### config.mk
export PLATFORM = sky130hd
export DESIGN_NAME = rsb_reg
export DESIGN_NICKNAME = d
export VERILOG_FILES = /design/src/rsb_pkg.sv /design/src/rsb_reg.sv
export VERILOG_INCLUDE_DIRS = /design/src
export SDC_FILE = /design/constraint.sdc
export NUM_CORES = 1
export LEC_CHECK = 0
export ABC_CLOCK_PERIOD_IN_PS = 1000
export BUFFER_PORTS_ARGS = -buffer_cell sky130_fd_sc_hd__buf_2
export CORE_MARGIN = 1
export CORE_UTILIZATION = 43
export DETAILED_ROUTE_END_ITERATION = 6
export PLACE_DENSITY = 0.72
export SYNTH_ARGS = -nofsm -noshare
export SYNTH_HDL_FRONTEND = slang
export SYNTH_SLANG_ARGS = --single-unit
### constraint.sdc
create_clock -name mclk -period 1 [get_ports mclk]
set_clock_uncertainty 0.1 [all_clocks]
set_input_delay 0.15 -clock mclk [delete_from_list [all_inputs] [get_ports mclk]]
set_output_delay 0.15 -clock mclk [all_outputs]
set_load 0.02 [all_outputs]
### src/rsb_regs.svh
// Constants for the reserved bit storage register.
// Assumes inclusion by bare name from package and module.
`ifndef RSB_REGS_SVH
`define RSB_REGS_SVH
`define RSB_WIDTH 32
`define RSB_RST_VAL 32'h0000_0000
`define RSB_CTX_RZ_MASK 32'h0000_00f0
`define RSB_RO_RZ_MASK 32'h0000_0f00
`define RSB_R1_HW_MASK 32'h0000_f000
`define RSB_R1_WR_MASK 32'h000f_0000
`endif

### src/rsb_pkg.sv
// Types shared by the reserved bit storage register.
// Assumes rsb_regs.svh is on the include path.
`include "rsb_regs.svh"
package rsb_pkg;
  typedef struct packed {
    logic dir_wr;
    logic ind_wr;
    logic rd;
    logic [`RSB_WIDTH-1:0] data;
  } rsb_req_t;
endpackage : rsb_pkg

### src/rsb_reg.sv
// Register with reserved-zero and reserved-one bits and their storage.
// Assumes requests synchronous to mclk, one request port, no bus.
//
// Summary of operation
// - Unwritten writable reserved bit reads its reset value after reset.
// - Direct write updates the storage element of each writable bit.
// - Context-reserved zero bits reach no function while context is reserved.
// - Read-only reserved zero bits read as zero.
// - Each reserved-one field picks hardwired or writable by its own mask.
// - Hardwired reserved-one bits read one and ignore every write.
// - Indirect write without a same-cycle direct write sets writable reserved-one storage to one.
// - Writable reserved-one bit reads its last direct or indirect write.
// - Writable reserved-one storage affects nothing but its read value.
`timescale 1ns/100ps
`include "rsb_regs.svh"
module rsb_reg
  import rsb_pkg::*;
#(
  parameter int W = `RSB_WIDTH,
  parameter logic [W-1:0] RST_VAL = `RSB_RST_VAL,
  parameter logic [W-1:0] CTX_RZ_MASK = `RSB_CTX_RZ_MASK,
  parameter logic [W-1:0] RO_RZ_MASK = `RSB_RO_RZ_MASK,
  parameter logic [W-1:0] R1_HW_MASK = `RSB_R1_HW_MASK,
  parameter logic [W-1:0] R1_WR_MASK = `RSB_R1_WR_MASK
) (
  input wire logic mclk,
  input wire logic nrst,
  input wire rsb_req_t req,
  input wire logic ctx_rsv,
  output logic [W-1:0] rd_data_q,
  output logic rd_valid_q,
  output logic [W-1:0] func_q
);
  // Bits never stored: hardwired ones and read-only zeros
  localparam logic [W-1:0] FIXED = R1_HW_MASK | RO_RZ_MASK;
  // Bits that steer core logic; all reserved-one bits are excluded
  localparam logic [W-1:0] FUNC = ~(FIXED | R1_WR_MASK);

  logic [W-1:0] store_q;
  logic [W-1:0] store_d;
  logic [W-1:0] rd_data_d;
  logic rd_valid_d;
  logic [W-1:0] func_d;

  // Per-bit storage; one flop per bit, fixed bits keep reset value
  for (genvar i = 0; i < W; i++) begin : g_bit
    always_comb begin
      store_d[i] = store_q[i];
      if (FIXED[i]) begin
        store_d[i] = store_q[i];
      end else if (req.dir_wr) begin
        store_d[i] = req.data[i];
      end else if (req.ind_wr) begin
        if (R1_WR_MASK[i]) begin
          store_d[i] = 1'b1;
        end else if (CTX_RZ_MASK[i] && ctx_rsv) begin
          store_d[i] = 1'b0;
        end else begin
          store_d[i] = req.data[i];
        end
      end
    end
  end

  // Read samples storage before a same-cycle write lands
  always_comb begin
    rd_valid_d = req.rd;
    rd_data_d = rd_data_q;
    if (req.rd) begin
      rd_data_d = (store_q & ~FIXED) | R1_HW_MASK;
    end
    func_d = store_q & FUNC;
    if (ctx_rsv) begin
      func_d = store_q & FUNC & ~CTX_RZ_MASK;
    end
  end

  always_ff @(posedge mclk) begin
    if (!nrst) begin
      store_q <= RST_VAL;
      rd_data_q <= '0;
      rd_valid_q <= 1'b0;
      func_q <= '0;
    end else begin
      store_q <= store_d;
      rd_data_q <= rd_data_d;
      rd_valid_q <= rd_valid_d;
      func_q <= func_d;
    end
  end

  // Helper: set once any write has landed since reset
  logic wr_seen_q;
  always_ff @(posedge mclk) begin
    if (!nrst) begin
      wr_seen_q <= 1'b0;
    end else if (req.dir_wr || req.ind_wr) begin
      wr_seen_q <= 1'b1;
    end
  end
endmodule : rsb_reg

-- Word level (Yosys, flattened, before mapping)
Index checks and enable logic that the tools add are counted.
- bits in registers: 85
- latch bits: 0
- bits in writable memories: 0
- memory bits (read-only): 0
- input bits: 38
- output and inout bits: 65
- word-level logic and storage cells: 57
- memories: 0
- add/subtract/negate cells: 0
- multiply operators: 0
- div/mod/pow operators: 0
- magnitude comparators: 0
- eq/ne operators: 0
- shifts and indexed selects: 0
- muxes and demuxes: 49
- bitwise operators: 1
- reductions and logical operators: 2
- operators with widths (operator ; count):
    $mux W1 ; 49
    $reduce_bool A2 Y1 ; 1
    $reduce_or A2 Y1 ; 1
    $not A1 Y1 ; 1

-- Depth between registers and ports, before layout
Gate-level depths: netlist (run 1).
- word-level depth: 3
- gate-level depth with buffers: 5
- mapped depth without buffers: 3

-- Least setup slack after synthesis (run 1)
Ideal clock, no wire load.
- path kind: input -> register
- start point: input port req[34] (netlist bit)
- end point: register store_q[0]
- setup time: 0.076 ns
- arrival: 0.779 ns
- data required time: 0.824 ns
- path slack: 0.045 ns
- cell stages on the path: 5
- path buffers: 2
- path through: buf_2 nor2_1 buf_2 nand2_1 a21boi_0
- cells in the longest elaborated chain, start to end: 1
- elaborated cells on any way between the ends: 2
- classes of those cells: mux: 1; reduce/logical: 1
- ends and longest elaborated chain (what ; line ; RTL):
    from (decl) ; rsb_reg.sv:28 ; input wire rsb_req_t req,
    $mux W1 / $reduce_bool A2 Y1 (equally long branches) ; - ;
    to (signal assigned) ; rsb_reg.sv:85 ; store_q <= store_d;
    to (decl) ; rsb_reg.sv:39 ; logic [W-1:0] store_q;
Parallel ways exist; a longest one is shown, timed or not.
A chain may end at the register's enable or synchronous reset.

==> metrics.cfg, run 1 <==
[clock_tree]
clock_path_buffers=2
clk_latency_ns=0.33
numClockSinks=70
clk_transition_reported_paths_ns=0.07
cts-buffers-inserted=9
cts_tree=built
ctsRootBufferMaster=sky130_fd_sc_hd__clkbuf_8
clock_tree.htree_level_count=3

[critical_path]
r2r_end=store_q[18]$_SDFFE_PN0P_
critical_path_start_end_classification=reg -> out
critical_path_arrival_ns=0.84
slowest_stage=sky130_fd_sc_hd__dfxtp_4
r2r.worst_path.cells=1
critical_path.endpoint_type=primary output
cp_max_fo=5
r2r_slack_ns=0.09
cp_top_family=flip-flops
start_kind=register
crit_path_max_incr_delay_ns=0.39
critical_path.cell_chain=buf_6
timing.critical_path.buf_inv=1
critical_path_required_ns=0.75
timing.rr.start=store_q[18]$_SDFFE_PN0P_

[floorplanning]
rows=27
initial_util=0.457
die_w_um=79.2
core-area_um2=5610
die-height_um=79.2
die_area_um2=6270
num_io_pins=103

[placed_design]
detailedPlacementHpwl_um=3280
number_of_port_buffers=78
gp_routability_congestion=0.725
detailed_place.area_um2=3010
place.detailed.instances=391
pre_cts_ws_ns=-0.0881

[timing]
setup-violations-final=49
setup_repair_after_global_routing_missed_its_margin=yes
fin_ws_ns=-0.0939
fmax_ghz=0.914
layout_worst_path_cycle_share=1.09
final-hold-violation-count=0
slew_violations=0
layout_min_cycle_time_ns=1.09

[routing]
antenna_left=0
routed_wire_length_per_instance_um=12.5
drt-total-wl_um=5410
vias_after_detailed_routing=1949
viasPerCell=4.49
drc=0
detailedRoute.firstIterationViolations=65
drt_pre_antenna_iters=4

[min_path]
hold_depth=3
hold_path.class=in -> reg
worstHoldEndpoint=func_q[5]$_SDFF_PP0_
min_from=ctx_rsv

[layout]
num_antenna_cells=0
layout.filler_cells=431
post_route_cells_drive_above_1_share=0.450
layout_commonest_cell=sky130_fd_sc_hd__buf_6
most_used_cells_in_the_layout_excluding_fill_and_tap_cells=49 x sky130_fd_sc_hd__buf_6, 45 x sky130_fd_sc_hd__dfxtp_2, 36 x sky130_fd_sc_hd__nand2_1
final_cells=434
finalNetCount=395
stdcell_area_um2=3870
synthesis_to_layout_area_growth_pct=50.9

[logic_synthesis]
synth_cell_types=21
synth-compound-area-share=0.0771
postSynthCellCount=249
post_synth_and_or_nand_nor_area_fraction=0.187
syn_area_per_cell_um2=10.3
ys_seq_area_frac=0.547
synthMuxAreaShare=0.0938
syn_area_um2=2560
synth_top_family_by_area=simple AND/OR/NAND/NOR gates
synth_seq_cells=70
synth-xor-area-share=0
post_synth_fa_ha_maj_area_fraction=0
ys_warn_count=0

[pwr]
power.static_leakage_nw=1.77
pwrdens_nw_per_um2=1670
vdd_ir_drop_max_mv=0.920

[global_route]
grt_start_max_net_pins=48
first_global_vias=1889
grt_pass1_wl_um=8690
global_route_congestion_overflow_total=0
track_usage=0.184
initial_antenna_violation_count=0

[flow_run]
max_cap_viol_count=0

[run_status]
failed_checks=negative setup slack
run_status=finished, violations left

metrics by stage:
stage,util,setup TNS (ns),hold slack (ns),power (mW)
after floorplan,-,0,0.189,3.53
after global placement,0.537,-0.452,0.302,3.70
after detailed placement,0.537,-0.761,0.305,3.71
after CTS,0.687,-2.42,0.0467,6.49
after global routing,0.689,-3.38,0.0515,6.71
final,0.689,-1.62,0.0572,6.44
layout make-up:
cell class	count	area, µm²	share of cell area
multi-input cells	158	976	0.252
inverters	1	3.75	0.000971
flip-flops and latches	70	1460	0.378
well taps	72	90.1	0.0233
clock buffers	11	151	0.0392
clock inverters	5	81.3	0.0210
repair buffers	117	1100	0.285
report_power, final:
part           internal, mW  leakage (nW)  total, mW  switching [mW]
sequential             2.94         0.595       3.03          0.0906
combinational         0.437          1.05      0.824           0.386
clock                  1.54         0.116       2.59            1.04
total                  4.92          1.77       6.44            1.52
synthesized netlist by cell type:
library cell,n,area share
sky130_fd_sc_hd__a21boi_0,11,0.032
sky130_fd_sc_hd__a21boi_1,5,0.015
sky130_fd_sc_hd__a21oi_1,1,0.0020
sky130_fd_sc_hd__and2_1,21,0.051
sky130_fd_sc_hd__buf_2,4,0.0078
sky130_fd_sc_hd__buf_4,23,0.067
sky130_fd_sc_hd__buf_6,2,0.0088
sky130_fd_sc_hd__clkbuf_1,6,0.0088
sky130_fd_sc_hd__conb_1,1,0.0015
sky130_fd_sc_hd__dfxtp_1,70,0.55
sky130_fd_sc_hd__inv_1,1,0.0015
sky130_fd_sc_hd__mux2i_1,24,0.094
sky130_fd_sc_hd__nand2_1,36,0.053
sky130_fd_sc_hd__nand2b_1,4,0.0098
sky130_fd_sc_hd__nand3_1,4,0.0078
sky130_fd_sc_hd__nor2_1,1,0.0015
sky130_fd_sc_hd__nor2b_1,25,0.061
sky130_fd_sc_hd__o21a_1,1,0.0029
sky130_fd_sc_hd__o21ai_0,4,0.0078
sky130_fd_sc_hd__o311a_2,4,0.018
sky130_fd_sc_hd__or2_1,1,0.0024
tightest hold or removal path: cells and delay by family:
kind	cells	cell delay [ns]
and+or+nand+nor	2	0.21
buffers and inverters	1	0.09
logic make-up after synthesis:
family,count (synthesis)
AO/OA/AOI/OAI,26
buffers and inverters,36
flip-flops,70
multiplexers,24
other,1
AND/OR/NAND/NOR,92
timing repair:
item / in CTS / in global routing
hold endpoints to repair: 20 / 0
endpoints found under the setup margin: 49 / 49
hold buffers: 20 / 0
gates resized for setup: 144 / 1
setup buffers: 5 / 2
state kept, by name (all words and copies together) (netlist names):
register / cells
func_q: 20
store_q: 24
rd_data_q: 25
rd_valid_q: 1
layer usage:
layer,global-route usage,vias up,part of all wire
li1,-,986,-
met1,0.200,885,0.42
met2,0.327,67,0.51
met3,0.0437,11,0.044
met4,0.105,0,0.025
met5,0,-,0
worst max-delay path by stage:
stage	depth (start not counted)	startpoint	endpoint	slack [ns]
6_report	1	rd_data_q[15]$_SDFFE_PN0P_	rd_data_q[12]	-0.09
5_1_grt	1	rd_data_q[15]$_SDFFE_PN0P_	rd_data_q[12]	-0.14
4_1_cts	1	rd_data_q[15]$_SDFFE_PN0P_	rd_data_q[12]	-0.11
3_3_place_gp	5	req[34]	store_q[22]$_SDFFE_PN0P_	-0.03
2_1_floorplan	5	req[34]	store_q[0]$_SDFFE_PN0P_	0.05
3_5_place_dp	5	req[34]	store_q[25]$_SDFFE_PN0P_	-0.09
Power figures use the tool's default switching activity.
==> inputs of run 2 (changes only) <==
- CORE_ASPECT_RATIO: default -> 0.9
- CORE_UTILIZATION: 43 -> 33
- CTS_CLUSTER_DIAMETER: default -> 30
- PLACE_DENSITY: 0.72 -> 0.57
==> run 2 against run 1 <==
The run still ends with negative setup slack left. Clock-buffer cell count decreased by 2. First-iteration DRC count fell by 65%. Utilization fell by 17 points. Non-clock buffer count shrank 4. Largest cell class unchanged.
==> metrics.cfg, run 2 (same netlist as run 1, synthesis figures left out) <==
[pwr]
share_seq_of_total_power=0.447  ; -0.023
vdd_ir_drop_max_mv=1.20  ; +30%
internal_power_mw=5.26  ; +7.1%
power.static_leakage_nw=1.75  ; -0.86%
net-switching-power_mw=1.50  ; -1.3%
finalPower_mw=6.76  ; +5.1%
p_sw_frac=0.222  ; -0.0144
pwrdens_nw_per_um2=1740  ; +4.3%
part_of_the_total_power_dissipated_in_combinational_logic=0.120  ; -0.008
clkPwrFrac=0.432  ; +0.030

[critical_path]
r2r_end=store_q[17]$_SDFFE_PN0P_
r2r.worst_path.cells=1  ; unchanged
worstSetupPathDepth=1  ; unchanged
slowest_stage=sky130_fd_sc_hd__dfxtp_4
timing.rr.start=store_q[17]$_SDFFE_PN0P_
crit_path_max_incr_delay_ns=0.38  ; about the same
critical_path.endpoint_type=primary output
critical_path_start_end_classification=reg -> out
cp_top_family=flip-flops
critical_path_arrival_ns=0.84  ; about the same
critical_path.cell_chain=buf_6
r2r_slack_ns=0.09  ; about the same
cp_max_fo=5  ; unchanged
setup.worst_path.start=rd_data_q[15]$_SDFFE_PN0P_
timing.critical_path.buf_inv=1  ; unchanged
endpoint=rd_data_q[12]
start_kind=register
critical_path_required_ns=0.75  ; about the same

[timing]
setup-violations-final=49  ; unchanged
hold_ws_ns=0.0566  ; -0.000659 ns
fin_ws_ns=-0.0896  ; +0.00428 ns
fmax_ghz=0.918  ; +0.39%
setup_total_negative_slack_ns=-1.79  ; -0.169 ns
final-hold-violation-count=0  ; unchanged
setup_repair_after_global_routing_missed_its_margin=yes
layout_min_cycle_time_ns=1.09  ; -0.00428 ns
layout_worst_path_cycle_share=1.09  ; -0.00428
slew_violations=0  ; unchanged

[routing]
antenna_left=0  ; unchanged
vias_after_detailed_routing=1913  ; -1.8%
viasPerCell=4.22  ; -6.0%
drt-total-wl_um=5340  ; -1.3%
routed_wire_length_per_instance_um=11.8  ; -5.4%
drt_pre_antenna_iters=4  ; unchanged
detailedRoute.firstIterationViolations=23  ; -65%
drc=0  ; unchanged

[clock_tree]
clk_transition_reported_paths_ns=0.07  ; about the same
clk_latency_ns=0.34  ; about the same
numClockSinks=70  ; unchanged
clock_tree.htree_level_count=3  ; unchanged
clock_path_buffers=2  ; unchanged
cts-buffers-inserted=9  ; unchanged
cts_tree=built
ctsRootBufferMaster=sky130_fd_sc_hd__clkbuf_8

[layout]
most_flops_register=rd_data_q
stdcell_area_um2=3890  ; +0.74%
finalNetCount=391  ; -1.0%
layout_commonest_cell=sky130_fd_sc_hd__buf_6
most_used_cells_in_the_layout_excluding_fill_and_tap_cells=49 x sky130_fd_sc_hd__buf_6, 45 x sky130_fd_sc_hd__dfxtp_2, 36 x sky130_fd_sc_hd__nand2_1
num_antenna_cells=0  ; unchanged
reg.largest.list=rd_data_q (25), store_q (24), func_q (20)
layout.filler_cells=711  ; +65%
flip_flop_count_of_the_largest_register_after_layout=25  ; unchanged
synthesis_to_layout_area_growth_pct=52.0
post_route_cells_drive_above_1_share=0.445  ; -0.00490

[run_status]
failed_checks=negative setup slack
run_status=finished, violations left

[global_route]
global_route_congestion_overflow_total=0  ; unchanged
grt_start_max_net_pins=46  ; -4.2%
grt_pass1_wl_um=8610  ; -0.95%
track_usage=0.141  ; -0.0440
first_global_vias=1875  ; -0.74%
initial_antenna_violation_count=0  ; unchanged

[floorplanning]
rows=30  ; +11%
die_area_um2=8120  ; +29%
die_w_um=94.9  ; +20%
die-height_um=85.6  ; +8.1%
core-area_um2=7540  ; +35%
num_io_pins=103  ; unchanged
initial_util=0.340  ; -0.117

[placed_design]
number_of_port_buffers=78  ; unchanged
detailedPlacementHpwl_um=3370  ; +2.8%
detailed_place.area_um2=3040  ; +0.83%
gp_routability_congestion=0.668  ; -7.9%

[flow_run]
max_cap_viol_count=0  ; unchanged

[min_path]
hold_path.class=in -> reg

[run 2: changes by cell type in the layout (fill, tap and decap cells not counted), sizes merged]
cell	before	now
clkinvlp	1	2
clkinv	2	0
buf	97	93
clkbuf	11	9
bufinv	2	4
[run 2: how the worst min path moves through the flow]
stage | from | endpoint | slack, ns | cells after the start
3_5_place_dp | req[26] | store_q[26]$_SDFFE_PN0P_ | 0.31 | 3
5_1_grt | req[16] | store_q[16]$_SDFFE_PN0P_ | 0.05 | 3
2_1_floorplan | req[1] | store_q[1]$_SDFFE_PN0P_ | 0.19 | 2
6_report | req[18] | store_q[18]$_SDFFE_PN0P_ | 0.06 | 3
4_1_cts | req[17] | store_q[17]$_SDFFE_PN0P_ | 0.03 | 3
3_3_place_gp | req[1] | store_q[1]$_SDFFE_PN0P_ | 0.30 | 3
[run 2: stage by stage]
step           cells  worst slack [ns]  utilization
6_report         453           -0.0896        0.516
5_1_grt          453            -0.145        0.516
4_1_cts          453            -0.116        0.516
3_5_place_dp     414           -0.0868        0.403
3_3_place_gp     414           -0.0647        0.403
2_1_floorplan    264            0.0451            -
[run 2: area by class of cell]
class,instances,area [µm²],area share
clock inverters,6,135,0.0347
repair buffers,113,1070,0.275
flip-flops and latches,70,1460,0.375
clock buffers,9,124,0.0318
well taps,96,120,0.0308
multi-input cells,158,978,0.251
inverters,1,3.75,0.000964
[run 2: routing by layer]
layer	track usage	vias up	share of wire
li1	-	973	-
met1	0.159	865	0.45
met2	0.230	66	0.46
met3	0.0709	9	0.082
met4	0.0455	0	0.013
met5	0	-	0
[run 2: timing repair]
action	in CTS	in global routing
endpoints found under the hold margin	20	0
buffers inserted	4	0
resized for setup	144	1
endpoints found under the setup margin	49	49
hold buffers	20	0
gates cloned	0	0
[run 2: power groups by stage]
| stage | Combinational (mW) | Sequential, mW | Clock, mW |
|---|---|---|---|
| 5_1_grt | 0.885 | 3.04 | 3.15 |
| 4_1_cts | 0.823 | 3.03 | 3.02 |
| 3_3_place_gp | 0.651 | 3.05 | 0 |
| 6_report | 0.814 | 3.03 | 2.92 |
| 3_5_place_dp | 0.656 | 3.06 | 0 |
| 2_1_floorplan | 0.388 | 3.14 | 0 |
==> inputs of run 3 (changes only) <==
- ABC_AREA: default -> 1
- ABC_CLOCK_PERIOD_IN_PS: 1000 -> 1050
- PLACE_DENSITY: 0.57 -> 0.56
- SLEW_MARGIN: default -> 5
- clock period: 1 -> 1.05 ns (I/O delays scaled with it)
==> run 3 against run 2 <==
The flow still finishes with violations (negative setup slack). Die area decreased by 3.0%. Highest routed layer unchanged. Register-to-register slack better by 0.16 ns. Largest cell class unchanged. Critical endpoint is now rd_data_q[15]. Critical path depth unchanged.
==> metrics.cfg, run 3 <==
[critical_path]
setup.worst_path.start=rd_data_q[15]$_SDFFE_PN0P_
critical_path.endpoint_type=primary output
critical_path.cell_chain=buf_6
cp_max_fo=5  ; unchanged
timing.rr.start=store_q[3]$_SDFFE_PN0P_
critical_path_start_end_classification=reg -> out
critical_path_arrival_ns=0.82  ; -0.02 ns
timing.critical_path.buf_inv=1  ; unchanged
critical_path_required_ns=0.79  ; +0.04 ns
cp_top_family=flip-flops
slowest_stage=sky130_fd_sc_hd__dfxtp_4
start_kind=register
crit_path_max_incr_delay_ns=0.38  ; about the same

[timing]
fmax_ghz=0.927
final-hold-violation-count=0  ; unchanged
layout_min_cycle_time_ns=1.08
setup-violations-final=4  ; -92%
fin_ws_ns=-0.0287  ; +0.0609 ns
slew_violations=0  ; unchanged
layout_worst_path_cycle_share=1.03
setup_repair_after_global_routing_missed_its_margin=yes
hold_ws_ns=0.0210  ; -0.0356 ns

[floorplanning]
die_area_um2=7880  ; -3.0%
initial_util=0.347  ; +0.00782
die_w_um=93.4  ; -1.5%
die-height_um=84.3  ; -1.5%
core-area_um2=7150  ; -5.3%
num_io_pins=103  ; unchanged
rows=29  ; -3.3%

[logic_synthesis]
synth_seq_cells=70  ; unchanged
asyncSetResetFlopFracSynth=0  ; unchanged
synth-edff-count=0  ; unchanged
biggest_area_consumer_among_synthesized_cells=sky130_fd_sc_hd__dfxtp_1
ys_warn_count=0  ; unchanged
post_synth_and_or_nand_nor_area_fraction=0.169  ; -0.0178
synthMostInstantiatedCell=sky130_fd_sc_hd__dfxtp_1
ys_seq_area_frac=0.564  ; +0.0174
synth-xor-area-share=0  ; unchanged
synth_top_family_by_area=simple AND/OR/NAND/NOR gates
ys_top_cells_by_count=70 x sky130_fd_sc_hd__dfxtp_1, 56 x sky130_fd_sc_hd__nor2_1, 32 x sky130_fd_sc_hd__o21ai_0
syn_area_per_cell_um2=8.36  ; -19%
post_synth_main_area_contributors=sky130_fd_sc_hd__dfxtp_1 56%, sky130_fd_sc_hd__nor2_1 8.5%, sky130_fd_sc_hd__buf_4 7.0%
synth_ff_type=sky130_fd_sc_hd__dfxtp_1
syn_area_um2=2480  ; -3.1%
post_synth_fa_ha_maj_area_fraction=0  ; unchanged
synthMuxAreaShare=0  ; -0.0938
yosys_top_cell_area_share=0.564  ; +0.0174
postSynthCellCount=297  ; +19%
synth_cell_types=15  ; -29%
synth-compound-area-share=0.121  ; +0.0438

[min_path]
min_from=req[17]
hold_path.class=in -> reg

[global_route]
first_global_vias=1821  ; -2.9%
grt.met3_usage=0.0371  ; -0.0338
initial_antenna_violation_count=0  ; unchanged
busiest_layer=met2
track_usage=0.150  ; +0.00911
grt_start_max_net_pins=30  ; -35%
global_route_congestion_overflow_total=0  ; unchanged
met1_usage=0.190  ; +0.0310
globalRouteMet2Util=0.242  ; +0.0124
grt_pass1_wl_um=9010  ; +4.6%

[clock_tree]
cts_tree=built
clk_latency_ns=0.33  ; about the same
clk_transition_reported_paths_ns=0.07  ; about the same
cts-buffers-inserted=9  ; unchanged
ctsRootBufferMaster=sky130_fd_sc_hd__clkbuf_8
numClockSinks=70  ; unchanged
post-cts-setup-buffers=0  ; -4
clock_tree.htree_level_count=3  ; unchanged
clock_path_buffers=2  ; unchanged

[routing]
drc=0  ; unchanged
antenna_left=0  ; unchanged
viasPerCell=4.34  ; +2.8%
routed_wire_length_per_instance_um=11.7  ; -1.2%
vias_after_detailed_routing=2140  ; +12%
drt_pre_antenna_iters=4  ; unchanged
detailedRoute.firstIterationViolations=54  ; +130%
drt-total-wl_um=5740  ; +7.5%

[placed_design]
detailedPlacementHpwl_um=3530  ; +4.9%
number_of_port_buffers=78  ; unchanged
gp_routability_congestion=0.734  ; +9.8%

[layout]
finalNetCount=433  ; +11%
reg.largest.list=rd_data_q (25), store_q (24), func_q (20)
layout.filler_cells=684  ; -3.8%
num_antenna_cells=0  ; unchanged
layout.core_utilization=0.517  ; +0.000639
layout_commonest_cell=sky130_fd_sc_hd__nor2_1
most_flops_register=rd_data_q
synthesis_to_layout_area_growth_pct=48.8
most_used_cells_in_the_layout_excluding_fill_and_tap_cells=56 x sky130_fd_sc_hd__nor2_1, 49 x sky130_fd_sc_hd__buf_6, 43 x sky130_fd_sc_hd__dfxtp_2
flip_flop_count_of_the_largest_register_after_layout=25  ; unchanged
post_route_cells_drive_above_1_share=0.370  ; -0.0754

[run_status]
run_status=finished, violations left
failed_checks=negative setup slack

[pwr]
finalPower_mw=6.03  ; -11%
vdd_ir_drop_max_mv=0.623  ; -48%
pwrdens_nw_per_um2=1630  ; -6.0%
power.static_leakage_nw=1.80  ; +2.6%

[flow_run]
max_cap_viol_count=0  ; unchanged

run 3: cell count changes in the layout (fill, tap and decap cells not counted), sizes merged, moves of 21 or more:
cell   delta
nor2     +56
nor2b    -25
mux2i    -24
and2     -21
o21ai    +40
inv      +27
run 3: area by class of cell:
cell class	instances	area, µm²	area share
sequential	70	1460	0.395
timing repair buffer	108	1030	0.280
multi-input combinational	178	779	0.211
clock buffer	12	155	0.0420
tap	93	116	0.0315
inverter	28	105	0.0284
clock inverter	4	45.0	0.0122
run 3: path summary, 6_finish.rpt:
check | endpoint | slack (ns) | cells past startpoint
worst max register to register | store_q[3]$_SDFFE_PN0P_ | 0.25 | 2
worst min register to register | func_q[30]$_SDFF_PN0_ | 0.34 | 2
worst max-delay path | rd_data_q[15] | -0.03 | 1
worst min-delay path | store_q[17]$_SDFFE_PN0P_ | 0.02 | 3
run 3: where the power goes:
part | switching (mW) | internal [mW]
clock | 0.938 | 1.22
sequential | 0.104 | 2.84
combinational | 0.489 | 0.437
run 3: timing repair:
item,CTS,global route
endpoints found under the setup margin,48,49
hold endpoints to repair,20,0
hold buffers,20,0
gates resized for setup,118,25
run 3: worst min-delay path, stage by stage:
cell	delay, ns
sky130_fd_sc_hd__buf_2	0.07
sky130_fd_sc_hd__o21ai_0	0.08
sky130_fd_sc_hd__a21oi_1	0.11
run 3: stage by stage:
stage	setup slack (ns)	area, µm²	std cells	setup TNS (ns)
2_1_floorplan	0.132	2540	312	0
3_3_place_gp	0.0162	2930	457	0
3_5_place_dp	-0.00561	2930	457	-0.00561
4_1_cts	-0.0479	3630	493	-0.248
5_1_grt	-0.0733	3690	493	-0.721
6_report	-0.0287	3690	493	-0.109
run 3: cells by family after synthesis:
logic type      count (synthesis)
buf+inv                        64
other cells                     1
flops                          70
compound gates                 60
simple gates                  102
run 3: metal layers:
metal,share of wire,wire [µm]
met3,0.053,304
met1,0.43,2450
met5,0,0
met2,0.50,2900
met4,0.015,87
